--- config.mk ---
export PLATFORM = sky130hd
export DESIGN_NAME = evp_unit
export DESIGN_NICKNAME = d
export VERILOG_FILES = /design/src/hw/evp_pkg.sv /design/src/hw/evp_unit.sv
export SDC_FILE = /design/constraint.sdc
export NUM_CORES = 1
export LEC_CHECK = 0
export BUFFER_PORTS_ARGS = -buffer_cell sky130_fd_sc_hd__buf_2
export CAP_MARGIN = 20
export CORE_UTILIZATION = 47
export CTS_CLUSTER_DIAMETER = 150
export DETAILED_ROUTE_END_ITERATION = 10
export PLACE_DENSITY = 0.81
export SYNTH_ARGS = -nofsm -noshare
export SYNTH_HDL_FRONTEND = slang
export SYNTH_SLANG_ARGS = --single-unit
--- constraint.sdc ---
create_clock -name clk_sys_i -period 2.48 [get_ports clk_sys_i]
set_input_delay 0.496 -clock clk_sys_i [delete_from_list [all_inputs] [get_ports clk_sys_i]]
set_output_delay 0.496 -clock clk_sys_i [all_outputs]
set_load 0.05 [all_outputs]
--- src/hw/evp_pkg.sv ---
// Purpose: Constants and state type of the exception vector and priority unit
// Assumes: 32-bit AXI4-Lite register bus, byte addresses
// Notes:   Offsets are byte addresses of aligned words
package evp_pkg;
	localparam int          NUM_IRQ      = 57;          // Slots 0x82..0xF2, step two
	localparam int          ADDR_W       = 8;
	localparam logic [7:0]  VBR_OFF      = 8'h00;       // Vector base register
	localparam logic [7:0]  STAT_OFF     = 8'h04;       // Last vector, pending summary
	localparam logic [7:0]  VBR_RST      = 8'hFF;
	localparam logic [7:0]  DBG_BASE     = 8'hFF;
	localparam logic [7:0]  LOW_SPUR     = 8'h80;
	localparam logic [7:0]  LOW_IRQ0     = 8'h82;
	localparam logic [7:0]  LOW_XIRQ     = 8'hF4;
	localparam logic [7:0]  LOW_SWI      = 8'hF6;
	localparam logic [7:0]  LOW_TRAP     = 8'hF8;
	localparam logic [15:0] VEC_POR      = 16'hFFFE;
	localparam logic [15:0] VEC_CLKMON   = 16'hFFFC;
	localparam logic [15:0] VEC_COP      = 16'hFFFA;
	localparam logic [1:0]  RESP_OKAY    = 2'b00;
	localparam logic [1:0]  RESP_SLVERR  = 2'b10;
	localparam int          STAT_PEND_LSB = 16;

	// Whole state of the unit, registered in one process
	typedef struct packed {
		logic [7:0]        vbr;
		logic              aw_have;
		logic [ADDR_W-1:0] aw_addr;
		logic              w_have;
		logic [31:0]       w_data;
		logic              w_strb0;
		logic              awready;
		logic              wready;
		logic              bvalid;
		logic [1:0]        bresp;
		logic              arready;
		logic              rvalid;
		logic [1:0]        rresp;
		logic [31:0]       rdata;
		logic [15:0]       vec;
		logic              vec_ack;
		logic              wake;
	} evp_state_t;
endpackage

--- src/hw/evp_unit.sv ---
// Purpose: Exception vector and priority unit with AXI4-Lite register access
// Assumes: Requests and CPU handshakes synchronous to clk_sys_i
// Notes:   Clock must stay running in wait and stop so the wake-up flop can act
//
// Local design decisions: the placing of the registers and the AXI4-Lite slave port.
`timescale 1ns/1ps
module evp_unit
(
	input  wire logic                           clk_sys_i,
	input  wire logic                           resetn_i,
	// Exception sources, internal only
	input  wire logic [evp_pkg::NUM_IRQ-1:0]    irq_req_i,
	input  wire logic                           xirq_req_i,
	input  wire logic                           soft_interrupt_request_i,
	input  wire logic                           trap_req_i,
	input  wire logic                           rst_por_i,
	input  wire logic                           rst_clkmon_i,
	input  wire logic                           rst_cop_i,
	// CPU side
	input  wire logic [1:0]                     cpu_condition_flags_i,
	input  wire logic                           debug_freeze_state_i,
	input  wire logic                           wait_mode_i,
	input  wire logic                           stop_mode_i,
	input  wire logic                           vec_req_i,
	output logic [15:0]                         vec_o,
	output logic                                vec_ack_o,
	output logic                                wakeup_o,
	// AXI4-Lite slave
	input  wire logic [evp_pkg::ADDR_W-1:0]     s_axi_awaddr,
	input  wire logic                           s_axi_awvalid,
	output logic                                s_axi_awready,
	input  wire logic [31:0]                    s_axi_wdata,
	input  wire logic [3:0]                     s_axi_wstrb,
	input  wire logic                           s_axi_wvalid,
	output logic                                s_axi_wready,
	output logic [1:0]                          s_axi_bresp,
	output logic                                s_axi_bvalid,
	input  wire logic                           s_axi_bready,
	input  wire logic [evp_pkg::ADDR_W-1:0]     s_axi_araddr,
	input  wire logic                           s_axi_arvalid,
	output logic                                s_axi_arready,
	output logic [31:0]                         s_axi_rdata,
	output logic [1:0]                          s_axi_rresp,
	output logic                                s_axi_rvalid,
	input  wire logic                           s_axi_rready
);
	evp_pkg::evp_state_t st_r;
	evp_pkg::evp_state_t st_nxt;
	logic                          imask;
	logic                          xmask;
	logic [evp_pkg::NUM_IRQ-1:0]   irq_live;
	logic                          irq_any;
	logic [5:0]                    irq_top;
	logic                          rst_any;
	logic [7:0]                    base;
	logic [15:0]                   vec_sel;
	logic                          wr_fire;
	logic                          rd_fire;

	// Word-aligned byte address (low two bits cleared) of an AXI byte address, shared by both channels
	function automatic logic [evp_pkg::ADDR_W-1:0] word_of(input logic [evp_pkg::ADDR_W-1:0] a);
		word_of = {a[evp_pkg::ADDR_W-1:2], 2'b00};
	endfunction

	// Mask bits from the CPU flags: bit 0 I mask, bit 1 X mask
	assign imask = cpu_condition_flags_i[0];
	assign xmask = cpu_condition_flags_i[1];

	// Live maskable requests; priorities fixed by slot position
	generate
		for (genvar g = 0; g < evp_pkg::NUM_IRQ; g++)
		begin : g_live
			assign irq_live[g] = irq_req_i[g] & ~imask;
		end
	endgenerate

	assign irq_any = |irq_live;
	assign rst_any = rst_por_i | rst_clkmon_i | rst_cop_i;

	// Highest slot index pending, i.e. highest vector address
	always_comb
	begin
		irq_top = 6'd0;
		for (int i = 0; i < evp_pkg::NUM_IRQ; i++)
		begin
			if (irq_live[i])
			begin
				irq_top = 6'(i);
			end
		end
	end

	// Base byte, forced high while debug firmware runs
	assign base = debug_freeze_state_i ? evp_pkg::DBG_BASE : st_r.vbr;

	// Priority decode, from resets down to spurious
	always_comb
	begin
		if (rst_por_i)
		begin
			vec_sel = evp_pkg::VEC_POR;
		end
		else if (rst_clkmon_i)
		begin
			vec_sel = evp_pkg::VEC_CLKMON;
		end
		else if (rst_cop_i)
		begin
			vec_sel = evp_pkg::VEC_COP;
		end
		else if (trap_req_i)
		begin
			vec_sel = {base, evp_pkg::LOW_TRAP};
		end
		else if (soft_interrupt_request_i)
		begin
			vec_sel = {base, evp_pkg::LOW_SWI};
		end
		else if (xirq_req_i && !xmask)
		begin
			vec_sel = {base, evp_pkg::LOW_XIRQ};
		end
		else if (irq_any)
		begin
			vec_sel = {base, 8'(evp_pkg::LOW_IRQ0 + {irq_top, 1'b0})};
		end
		else
		begin
			vec_sel = {base, evp_pkg::LOW_SPUR};
		end
	end

	assign wr_fire = st_r.aw_have && st_r.w_have && !st_r.bvalid;
	assign rd_fire = s_axi_arvalid && st_r.arready;

	// Next state: vector handshake, wake-up and register bus
	always_comb
	begin
		st_nxt = st_r;
		// Vector only sampled on the CPU's request
		st_nxt.vec_ack = vec_req_i;
		if (vec_req_i)
		begin
			st_nxt.vec = vec_sel;
		end
		// Wake-up while the core sleeps
		st_nxt.wake = (wait_mode_i || stop_mode_i) && (rst_any || trap_req_i
			|| soft_interrupt_request_i || (xirq_req_i && !xmask) || irq_any);
		// Write address and data taken in either order
		if (s_axi_awvalid && st_r.awready)
		begin
			st_nxt.aw_have = 1'b1;
			st_nxt.aw_addr = word_of(s_axi_awaddr);
		end
		if (s_axi_wvalid && st_r.wready)
		begin
			st_nxt.w_have  = 1'b1;
			st_nxt.w_data  = s_axi_wdata;
			st_nxt.w_strb0 = s_axi_wstrb[0];
		end
		if (wr_fire)
		begin
			st_nxt.aw_have = 1'b0;
			st_nxt.w_have  = 1'b0;
			st_nxt.bvalid  = 1'b1;
			st_nxt.bresp   = evp_pkg::RESP_SLVERR;
			if (st_r.aw_addr == evp_pkg::VBR_OFF)
			begin
				st_nxt.bresp = evp_pkg::RESP_OKAY;
				if (st_r.w_strb0)
				begin
					st_nxt.vbr = st_r.w_data[7:0];
				end
			end
			else if (st_r.aw_addr == evp_pkg::STAT_OFF)
			begin
				st_nxt.bresp = evp_pkg::RESP_OKAY; // Read-only, write ignored
			end
		end
		if (st_r.bvalid && s_axi_bready)
		begin
			st_nxt.bvalid = 1'b0;
		end
		st_nxt.awready = !st_nxt.aw_have && !st_nxt.bvalid;
		st_nxt.wready  = !st_nxt.w_have && !st_nxt.bvalid;
		// Read channel, one outstanding
		if (rd_fire)
		begin
			st_nxt.rvalid = 1'b1;
			st_nxt.rresp  = evp_pkg::RESP_OKAY;
			st_nxt.rdata  = 32'h0000_0000;
			if (word_of(s_axi_araddr) == evp_pkg::VBR_OFF)
			begin
				st_nxt.rdata[7:0] = st_r.vbr;
			end
			else if (word_of(s_axi_araddr) == evp_pkg::STAT_OFF)
			begin
				st_nxt.rdata[15:0] = st_r.vec;
				st_nxt.rdata[evp_pkg::STAT_PEND_LSB]   = irq_any;
				st_nxt.rdata[evp_pkg::STAT_PEND_LSB+1] = xirq_req_i && !xmask;
				st_nxt.rdata[evp_pkg::STAT_PEND_LSB+2] = debug_freeze_state_i;
			end
			else
			begin
				st_nxt.rresp = evp_pkg::RESP_SLVERR;
			end
		end
		else if (st_r.rvalid && s_axi_rready)
		begin
			st_nxt.rvalid = 1'b0;
		end
		st_nxt.arready = !st_nxt.rvalid;
	end

	// State register, base loads 0xFF at reset
	always_ff @(posedge clk_sys_i or negedge resetn_i)
	begin
		if (!resetn_i)
		begin
			st_r         <= '0;
			st_r.vbr     <= evp_pkg::VBR_RST;
			st_r.awready <= 1'b1;
			st_r.wready  <= 1'b1;
			st_r.arready <= 1'b1;
		end
		else
		begin
			st_r <= st_nxt;
		end
	end

	// Outputs straight from flops; no external pins
	assign vec_o         = st_r.vec;
	assign vec_ack_o     = st_r.vec_ack;
	assign wakeup_o      = st_r.wake;
	assign s_axi_awready = st_r.awready;
	assign s_axi_wready  = st_r.wready;
	assign s_axi_bvalid  = st_r.bvalid;
	assign s_axi_bresp   = st_r.bresp;
	assign s_axi_arready = st_r.arready;
	assign s_axi_rvalid  = st_r.rvalid;
	assign s_axi_rresp   = st_r.rresp;
	assign s_axi_rdata   = st_r.rdata;
endmodule

Word-level counts from Yosys, hierarchy flattened
Index checks and enable logic that the tools add are counted.
Storage, ports and cells
  latch bits: 0
  word-level logic and storage cells: 185
  memory bits (writable): 0
  register bits after elaboration: 95
  memories: 0
  memory bits (read-only): 0
Cells by class
  mux-type cells: 79
  add/sub/neg operators: 1
  bitwise gates (word level): 60
  reduce and logical (&&, ||, !) cells: 26
  multipliers: 0
  equal/unequal tests: 2
  magnitude comparators: 0
  shifts and indexed selects: 0
  divide/modulo/power cells: 0
Operators by type and width (number)
  2-to-1 mux 6 bit: 54
  bitwise AND 1 bit: 57
  OR reduction 57 bit: 1
  2-to-1 mux 16 bit: 3
  2-to-1 mux 8 bit: 6
  2-to-1 mux 34 bit: 1
  2-to-1 mux 19 bit: 1
  == test 6 x 1 -> 1 bit (second input constant): 2
  logical AND 1 bit: 11
  2-to-1 mux 11 bit: 1
  2-to-1 mux 2 bit: 5
  2-to-1 mux 9 bit: 1
  adder 8 x 7 -> 8 bit (first input constant): 1
  zero test 8 bit: 1
  zero test 1 bit: 6
  zero test 6 bit: 1
  2-to-1 mux 1 bit: 6
  logical OR 1 bit: 5
  2-to-1 mux 3 bit: 1
  AND reduction 3 bit: 1
  OR 1 bit: 2
  inverter 1 bit: 1

Logic depth before layout (Yosys ltp)
Gate-level depths: netlist of the first run.
  word-level depth: 66
  depth in mapped cells: 11
  depth with buffers taken out: 11

Worst setup path after synthesis of the first run
OpenSTA, ideal clock, no wires.
  path kind: in2reg
  start point: in irq_req_i[1] (netlist name)
  end point: reg st_r (netlist bit vec_o[2])
  buffers on the path: 0
  cell stages on the path: 10
  library setup time: 65 ps
  slack: 32 ps
  arrival time: 2383 ps
  path through: nor3b_1 -> a211o_1 -> a211o_1 -> a221oi_1 -> o22ai_1 -> and2_1 -> ha_1 -> a21boi_0 -> o311ai_0 -> o21a_1
Between the ends
  longest elaborated chain between the ends: 65
  elaborated cells on any way between the ends: 66
  those cells by class: 1 x add/sub; 63 x mux; 1 x bitwise; 1 x reduce/logical
Ends and longest elaborated chain
  from (decl): RTL line evp_unit.sv:12  | input wire logic [evp_pkg::NUM_IRQ-1:0] irq_req_i,
  bitwise AND 1 bit *: RTL line evp_unit.sv:73  | assign irq_live[g] = irq_req_i[g] & ~imask;
  2-to-1 mux 1 bit: RTL line evp_unit.sv:86  | if (irq_live[i])
  2-to-1 mux 2 bit: RTL line evp_unit.sv:86
  2-to-1 mux 6 bit (54 in a row): RTL line evp_unit.sv:86
  adder 8 x 7 -> 8 bit: RTL line evp_unit.sv:125  | vec_sel = {base, 8'(evp_pkg::LOW_IRQ0 + {irq_top, 1'b0})};
  2-to-1 mux 8 bit *: RTL line evp_unit.sv:123  | else if (irq_any)
  2-to-1 mux 8 bit *: RTL line evp_unit.sv:119  | else if (xirq_req_i && !xmask)
  2-to-1 mux 8 bit *: RTL line evp_unit.sv:115  | else if (soft_interrupt_request_i)
  2-to-1 mux 8 bit *: RTL line evp_unit.sv:111  | else if (trap_req_i)
  2-to-1 mux 16 bit *: RTL line evp_unit.sv:107  | else if (rst_cop_i)
  2-to-1 mux 16 bit *: RTL line evp_unit.sv:103  | else if (rst_clkmon_i)
  2-to-1 mux 16 bit *: RTL line evp_unit.sv:99  | if (rst_por_i)
  to (signal assigned): RTL line evp_unit.sv:228  | st_r <= st_nxt;
  to (decl): RTL line evp_unit.sv:47  | evp_pkg::evp_state_t st_r;
Mark *: on every way between the ends. The rest lies on a longest branch, timed or not.
A chain may end at the register's enable or synchronous reset.

Worst setup path in the final report of the first run
Ends and elaborated chain as after synthesis.

==> flow_summary.ini, run 1 <==
[logic_synthesis]
yosys_register_bits = 68
synth.most_common_cell = dfrtp_1
synth.distinct_cells = 63
synth_edf_count = 0
netlist_area_um2 = 3951
ys_seq_area_share_pct = 43.41
async_reset_ff_share_pct = 100.0
postSynthAreaPerCell_um2 = 9.780
synth_top_area_share_pct = 36.10
netlist_top_cells_area = dfrtp_1, buf_4, dfstp_2
synth_common_cells = dfrtp_1, buf_4, nor2_1
synthFlopType = dfrtp_1
syn_inst = 404
synth_area_leader_cell = dfrtp_1
yosys_warnings = 0

[placement]
routabilityCongestion = 0.8759
placed_cell_area_um2 = 4661
pre_cts_slack_ps = -376.9
portBuffers = 139
dp_hpwl_um = 7361

[routing]
vias = 3531
avgRoutedWirePerCell_um = 14.17
vias_per_cell = 5.432
drtIter0Drc = 143
drc = 0
drtAntennaViolNets = 0
wirelength_um = 9208
first_pass_iters = 4

[cts]
root_buffer = clkbuf_8
cts_tree = done
cts_buffers = 9
clkSlewWorstSetupHoldPaths_ps = 80
htreeDepth = 3
cts_hold_buf = 0
cts_setup_buffers = 0
clock-sinks = 68
clk_path_buf_depth = 2
clock_latency_ps = 340

[grt]
grt_start_max_net_pins = 69
antenna_found_initial = 0
grt_pass1_vias = 3242
grt_pass1_wl_um = 14840
grt_overflow = 0
track_usage_pct = 21.45

[finish]
fin_nets = 669
drive_gt1_share_pct = 43.67
fin_util_pct = 59.49
antenna_cells = 0
areaGrowthSynthToFinish_pct = 23.08
final_area_um2 = 4863

[timing]
finalClockSkew_ps = 10.78
setup_violations = 0
rsz0062_at_grt = yes
drv_slew = 0
clock.fmax_ghz = 0.4190
hold_viol = 0
worstMarginPinSlew_ps = 629.6
fin_crit_ps = 2387
max-slew-margin-rel_pct = 57.50
finalCritPeriodShare_pct = 96.24
setup_ws_ps = 93.14

[floorplan]
rows = 33
fp.dieH_um = 93.69
dieArea_um2 = 8778
ios = 187
core_um2 = 8175
fp.dieW_um = 93.69
start_util_pct = 48.33

[setup_path]
path_cells = buf_2 -> nor3b_1 -> a211o_1 -> a211o_1 -> a221oi_2 -> buf_4 -> o22ai_2 -> and2_1 -> ha_1 -> a21boi_1 -> o311ai_1 -> o21a_1
slowest_delay_ps = 300
startpoint_type = input port
crit_type = input port to flop
end_kind = flop
critPathRequiredTime_ps = 2750
path_max_fanout = 2
r2r_start = st_r[98]$_DFFE_PN0P_
crit_path_frequent_cell = a211o_1
setup.worst_path.start = irq_req_i[1]
cp.arrival_ps = 2660
critPathSlowestCell = a211o_1

[power]
pwr-share-clk_pct = 24.7
irDropWorstVdd_v = 0.0004116
p_int_mw = 2.172
seqPwrFrac_pct = 46.8
combPwrFrac_pct = 28.6
powerDensity_nw_per_um2 = 684.1
p_leak_nw = 2.338
power.switching_mw = 1.155
p_sw_share_pct = 34.72

[min_path]
hold_class = input port to async pin

[run_status]
status = finished, final reports clean

[job]
max-cap-violations = 0
## stage by stage
step                      TNS (ps)  power (mW)  hold WS, ps  std cells
after detailed placement     -1278       2.530        431.5        634
after global placement      -918.1       2.481        427.8        634
final                            0       3.327        165.0        650
after CTS                        0       3.361        161.4        650
after floorplan                  0       2.238        200.4        419
after global routing        -17.38       3.513        177.9        650
## worst paths after layout
kind	endpoint	slack, ps	cells after the start
hold reg to reg	s_axi_awready$_DFF_PN1_	440	1
min in group clk_sys_i	s_axi_bvalid$_DFF_PN0_	340	2
setup reg to reg	st_r[105]$_DFFE_PN1P_	530	5
max in group asynchronous	st_r[103]$_DFFE_PN1P_	1990	2
hold / removal	s_axi_rdata[13]$_DFFE_PN0P_	160	2
setup / recovery	vec_o[2]$_DFFE_PN0P_	90	12
## logic make-up (layout without fill, tap and decap cells)
kind of cell / after synthesis / count (layout) / share of synthesized area [%]
multiplexers: 31 / 31 / 8.582
flip-flops: 68 / 68 / 43.41
adder cells (fa/ha/maj): 1 / 1 / 0.3166
AO/OA/AOI/OAI: 105 / 105 / 19.22
other: 1 / 16 / 0.09491
XOR/XNOR: 2 / 2 / 0.4434
buffers and inverters: 82 / 208 / 13.17
AND/OR/NAND/NOR: 114 / 114 / 14.76
## final cells by class
class / count / area [um^2]
well taps: 105 / 131.4
inverters: 17 / 63.81
repair buffers: 175 / 978.4
fillers: 722 / 3312
multi-input cells: 269 / 1792
flip-flops and latches: 68 / 1715
clock inverters: 7 / 58.81
clock buffers: 9 / 123.9
## placed cells by master, fill, tap and decap left out, types with 15 or more instances in the layout
cell type	netlist	routed
nor2_1	38	38
conb_1	1	16
nand2_1	19	19
buf_2	1	139
o21ai_0	21	21
inv_1	17	17
nor3_1	15	15
mux2_2	23	23
dfrtp_1	57	57
buf_4	52	35
## repair_timing
action                                 4_1_cts  5_1_grt
gates cloned                                 0        0
endpoints found under the hold margin        0        0
setup endpoints to repair                    1        4
resized for setup                            1        5
## layer usage
metal	share of wire, %	vias up	routed length [um]	track usage [%]
li1	-	1696	-	-
met3	6.4	17	589	3.803
met1	43	1661	3979	27.18
met5	0	-	0	0
met4	2.2	0	204	9.487
met2	48	157	4435	35.77
## sequential cells by signal (all words and copies together), names as in the netlist
signal	flops
s_axi_arready	1
s_axi_awready	1
s_axi_bresp	1
s_axi_bvalid	1
s_axi_rdata	19
s_axi_rresp	1
s_axi_rvalid	1
s_axi_wready	1
st_r	25
vec_ack_o	1
vec_o	15
wakeup_o	1
## critical path: cells and delay by family
family,cells,cell delay (ps)
adder cells (fa/ha/maj),1,270
AO/OA/AOI/OAI,7,1340
AND/OR/NAND/NOR,2,300
buffers and inverters,2,270
## power by group through the flow
| stage | sequential (mW) | combinational (mW) | clock [mW] |
|---|---|---|---|
| after global routing | 1.59 | 1.03 | 0.899 |
| after global placement | 1.56 | 0.920 | 0 |
| after detailed placement | 1.58 | 0.950 | 0 |
| final | 1.56 | 0.950 | 0.821 |
| after CTS | 1.56 | 0.953 | 0.850 |
| after floorplan | 1.62 | 0.616 | 0 |
(Power assumes the default switching activity.)
==> run 2, diff against run 1 <==
ABC_AREA = 1   (was not set)
CTS_BUF_LIST = sky130_fd_sc_hd__clkbuf_8 sky130_fd_sc_hd__clkbuf_16   (was not set)
PLACE_DENSITY = 0.8   (was 0.81)
==> flow_summary.ini, run 2 <==
[logic_synthesis]
netlist_top_cells_area = dfrtp_1, nand2_1, buf_4
yosys_warnings = 0
synth_edf_count = 0
postSynthAreaPerCell_um2 = 7.293
synth.most_common_cell = nand2_1
synth.distinct_cells = 40
yosys_register_bits = 68
synth_common_cells = nand2_1, dfrtp_1, buf_4
synth_top_area_share_pct = 35.17
ys_seq_area_share_pct = 42.30
netlist_area_um2 = 4055
async_reset_ff_share_pct = 100.0
synthFlopType = dfrtp_1
syn_inst = 556
synth_area_leader_cell = dfrtp_1

[finish]
n_fill_cell = 727
areaGrowthSynthToFinish_pct = 30.02
final_cell_mix = nand2_1, buf_2, buf_4, dfrtp_1, inv_1
fin_nets = 854
largest_register_ffs = 25
largest_register = st_r
layout_commonest_cell = nand2_1
drive_gt1_share_pct = 35.07
fin_util_pct = 63.53
antenna_cells = 0

[routing]
avgRoutedWirePerCell_um = 11.62
first_pass_iters = 4
wirelength_um = 9701
drtAntennaViolNets = 0
drc = 0
drtIter0Drc = 155
vias_per_cell = 4.764
vias = 3978

[cts]
htreeDepth = 3
cts_buffers = 9
clkSlewWorstSetupHoldPaths_ps = 70
clock_latency_ps = 340
root_buffer = clkbuf_8
clock-sinks = 68
cts_tree = done
clk_path_buf_depth = 2

[timing]
hold_viol = 0
rsz0062_at_grt = yes
setup_violations = 6
clock.fmax_ghz = 0.2666
fin_crit_ps = 3751
max-slew-margin-rel_pct = 51.60
finalClockSkew_ps = 16.79
finalCritPeriodShare_pct = 151.2
worstMarginPinSlew_ps = 718.4
drv_slew = 0
setup_ws_ps = -1271

[grt]
grt_overflow = 0
track_usage_pct = 21.44
grt_pass1_vias = 3621
grt_pass1_wl_um = 15260
antenna_found_initial = 0
grt_start_max_net_pins = 42

[setup_path]
rrSetupSlack_ps = 990
critPathBufInv = 3
critPathRequiredTime_ps = 2690
cp.arrival_ps = 3970
end_kind = flop
crit_type = input port to flop
crit_path_frequent_cell = nand2_1
slowest_delay_ps = 170
startpoint_type = input port
critPathSlowestCell = xor2_1
path_max_fanout = 2
crit_family = simple AND/OR/NAND/NOR gates

[floorplan]
fp.dieH_um = 94.89
rows = 33
ios = 187
start_util_pct = 48.86
fp.dieW_um = 94.89
core_um2 = 8299
dieArea_um2 = 9003

[power]
power.switching_mw = 1.246
p_leak_nw = 2.977
report.power.total_mw = 3.440
pwr-share-clk_pct = 25.4
p_int_mw = 2.194
powerDensity_nw_per_um2 = 652.5
combPwrFrac_pct = 31.6
p_sw_share_pct = 36.21
irDropWorstVdd_v = 0.0003933
seqPwrFrac_pct = 43.0

[placement]
dp_hpwl_um = 7489
routabilityCongestion = 0.8057
portBuffers = 139

[job]
max-cap-violations = 0

[run_status]
status = finished with violations
violations = negative setup slack

[min_path]
hold_class = input port to async pin
## run 2: cell type report
cell class / instances / area [um^2] / area share [%]
clock buffers: 9 / 123.9 / 2.349
repair buffers: 207 / 1255 / 23.80
flip-flops and latches: 68 / 1715 / 32.53
inverters: 50 / 200.2 / 3.797
well taps: 105 / 131.4 / 2.492
repair inverters: 1 / 3.754 / 0.07119
clock inverters: 7 / 67.56 / 1.281
multi-input cells: 388 / 1775 / 33.67
## run 2: worst paths after layout
kind	end	startpoint	depth (start not counted)
max in group asynchronous	st_r[106]$_DFFE_PN1P_	resetn_i	2
setup reg to reg	s_axi_rdata[2]$_DFFE_PN0P_	s_axi_arready$_DFF_PN1_	4
min in group clk_sys_i	st_r[67]$_DFFE_PN0P_	s_axi_wdata[7]	3
setup / recovery	vec_o[5]$_DFFE_PN0P_	irq_req_i[2]	63
hold / removal	s_axi_rdata[10]$_DFFE_PN0P_	resetn_i	1
hold reg to reg	s_axi_arready$_DFF_PN1_	s_axi_rvalid$_DFF_PN0_	1
## run 2: through the flow
| stage | worst slack (ps) | hold slack (ps) | setup TNS, ps | area, um^2 | instances |
|---|---|---|---|---|---|
| 2_1_floorplan | -1142 | 200.4 | -5937 | 4136 | 571 |
| 3_3_place_gp | -1499 | 406.8 | -9012 | 4945 | 811 |
| 3_5_place_dp | -1630 | 424.4 | -9688 | 4945 | 811 |
| 4_1_cts | -1210 | 200.9 | -6815 | 5224 | 834 |
| 5_1_grt | -1757 | 214.9 | -10260 | 5273 | 835 |
| 6_report | -1271 | 187.8 | -7158 | 5273 | 835 |
## run 2: layer usage
| layer | up-vias | routed length, um | GRT usage (%) | part of all wire [%] |
|---|---|---|---|---|
| met3 | 8 | 583 | 5.314 | 6.0 |
| met2 | 136 | 4899 | 38.85 | 50 |
| li1 | 2030 | - | - | - |
| met1 | 1804 | 4131 | 24.97 | 43 |
| met5 | - | 0 | 0 | 0 |
| met4 | 0 | 87 | 5.808 | 0.90 |
## run 2: kinds of logic after synthesis
logic type	Yosys count	share of synthesized area [%]
AO/OA/AOI/OAI	70	10.12
multiplexers	1	0.2777
AND/OR/NAND/NOR	297	29.40
flip-flops	68	42.30
adder cells (fa/ha/maj)	1	0.3085
other	1	0.09248
XOR/XNOR	3	0.6481
buffers and inverters	115	16.85
## run 2: power groups by stage
stage,combinational (mW),clock [mW],sequential (mW)
floorplan,0.673,0,1.57
global placement,1.02,0,1.49
detailed placement,1.06,0,1.50
CTS,1.08,0.890,1.48
global route,1.20,0.937,1.51
finish,1.09,0.873,1.48
## run 2: timing repair
action	4_1_cts	5_1_grt
hold buffers	0	0
setup buffers	6	1
pin swaps	13	5
gates resized for setup	10	9
setup endpoints to repair	6	8
endpoints found under the hold margin	0	0
gates cloned	1	0
## run 2: worst register-to-register path, delay by kind of cell, from the launching register on
family	cells	cell delay (ps)
and+or+nand+nor	2	390
AOI/OAI and AO/OA	1	320
DFF	1	520
buffers and inverters	1	170
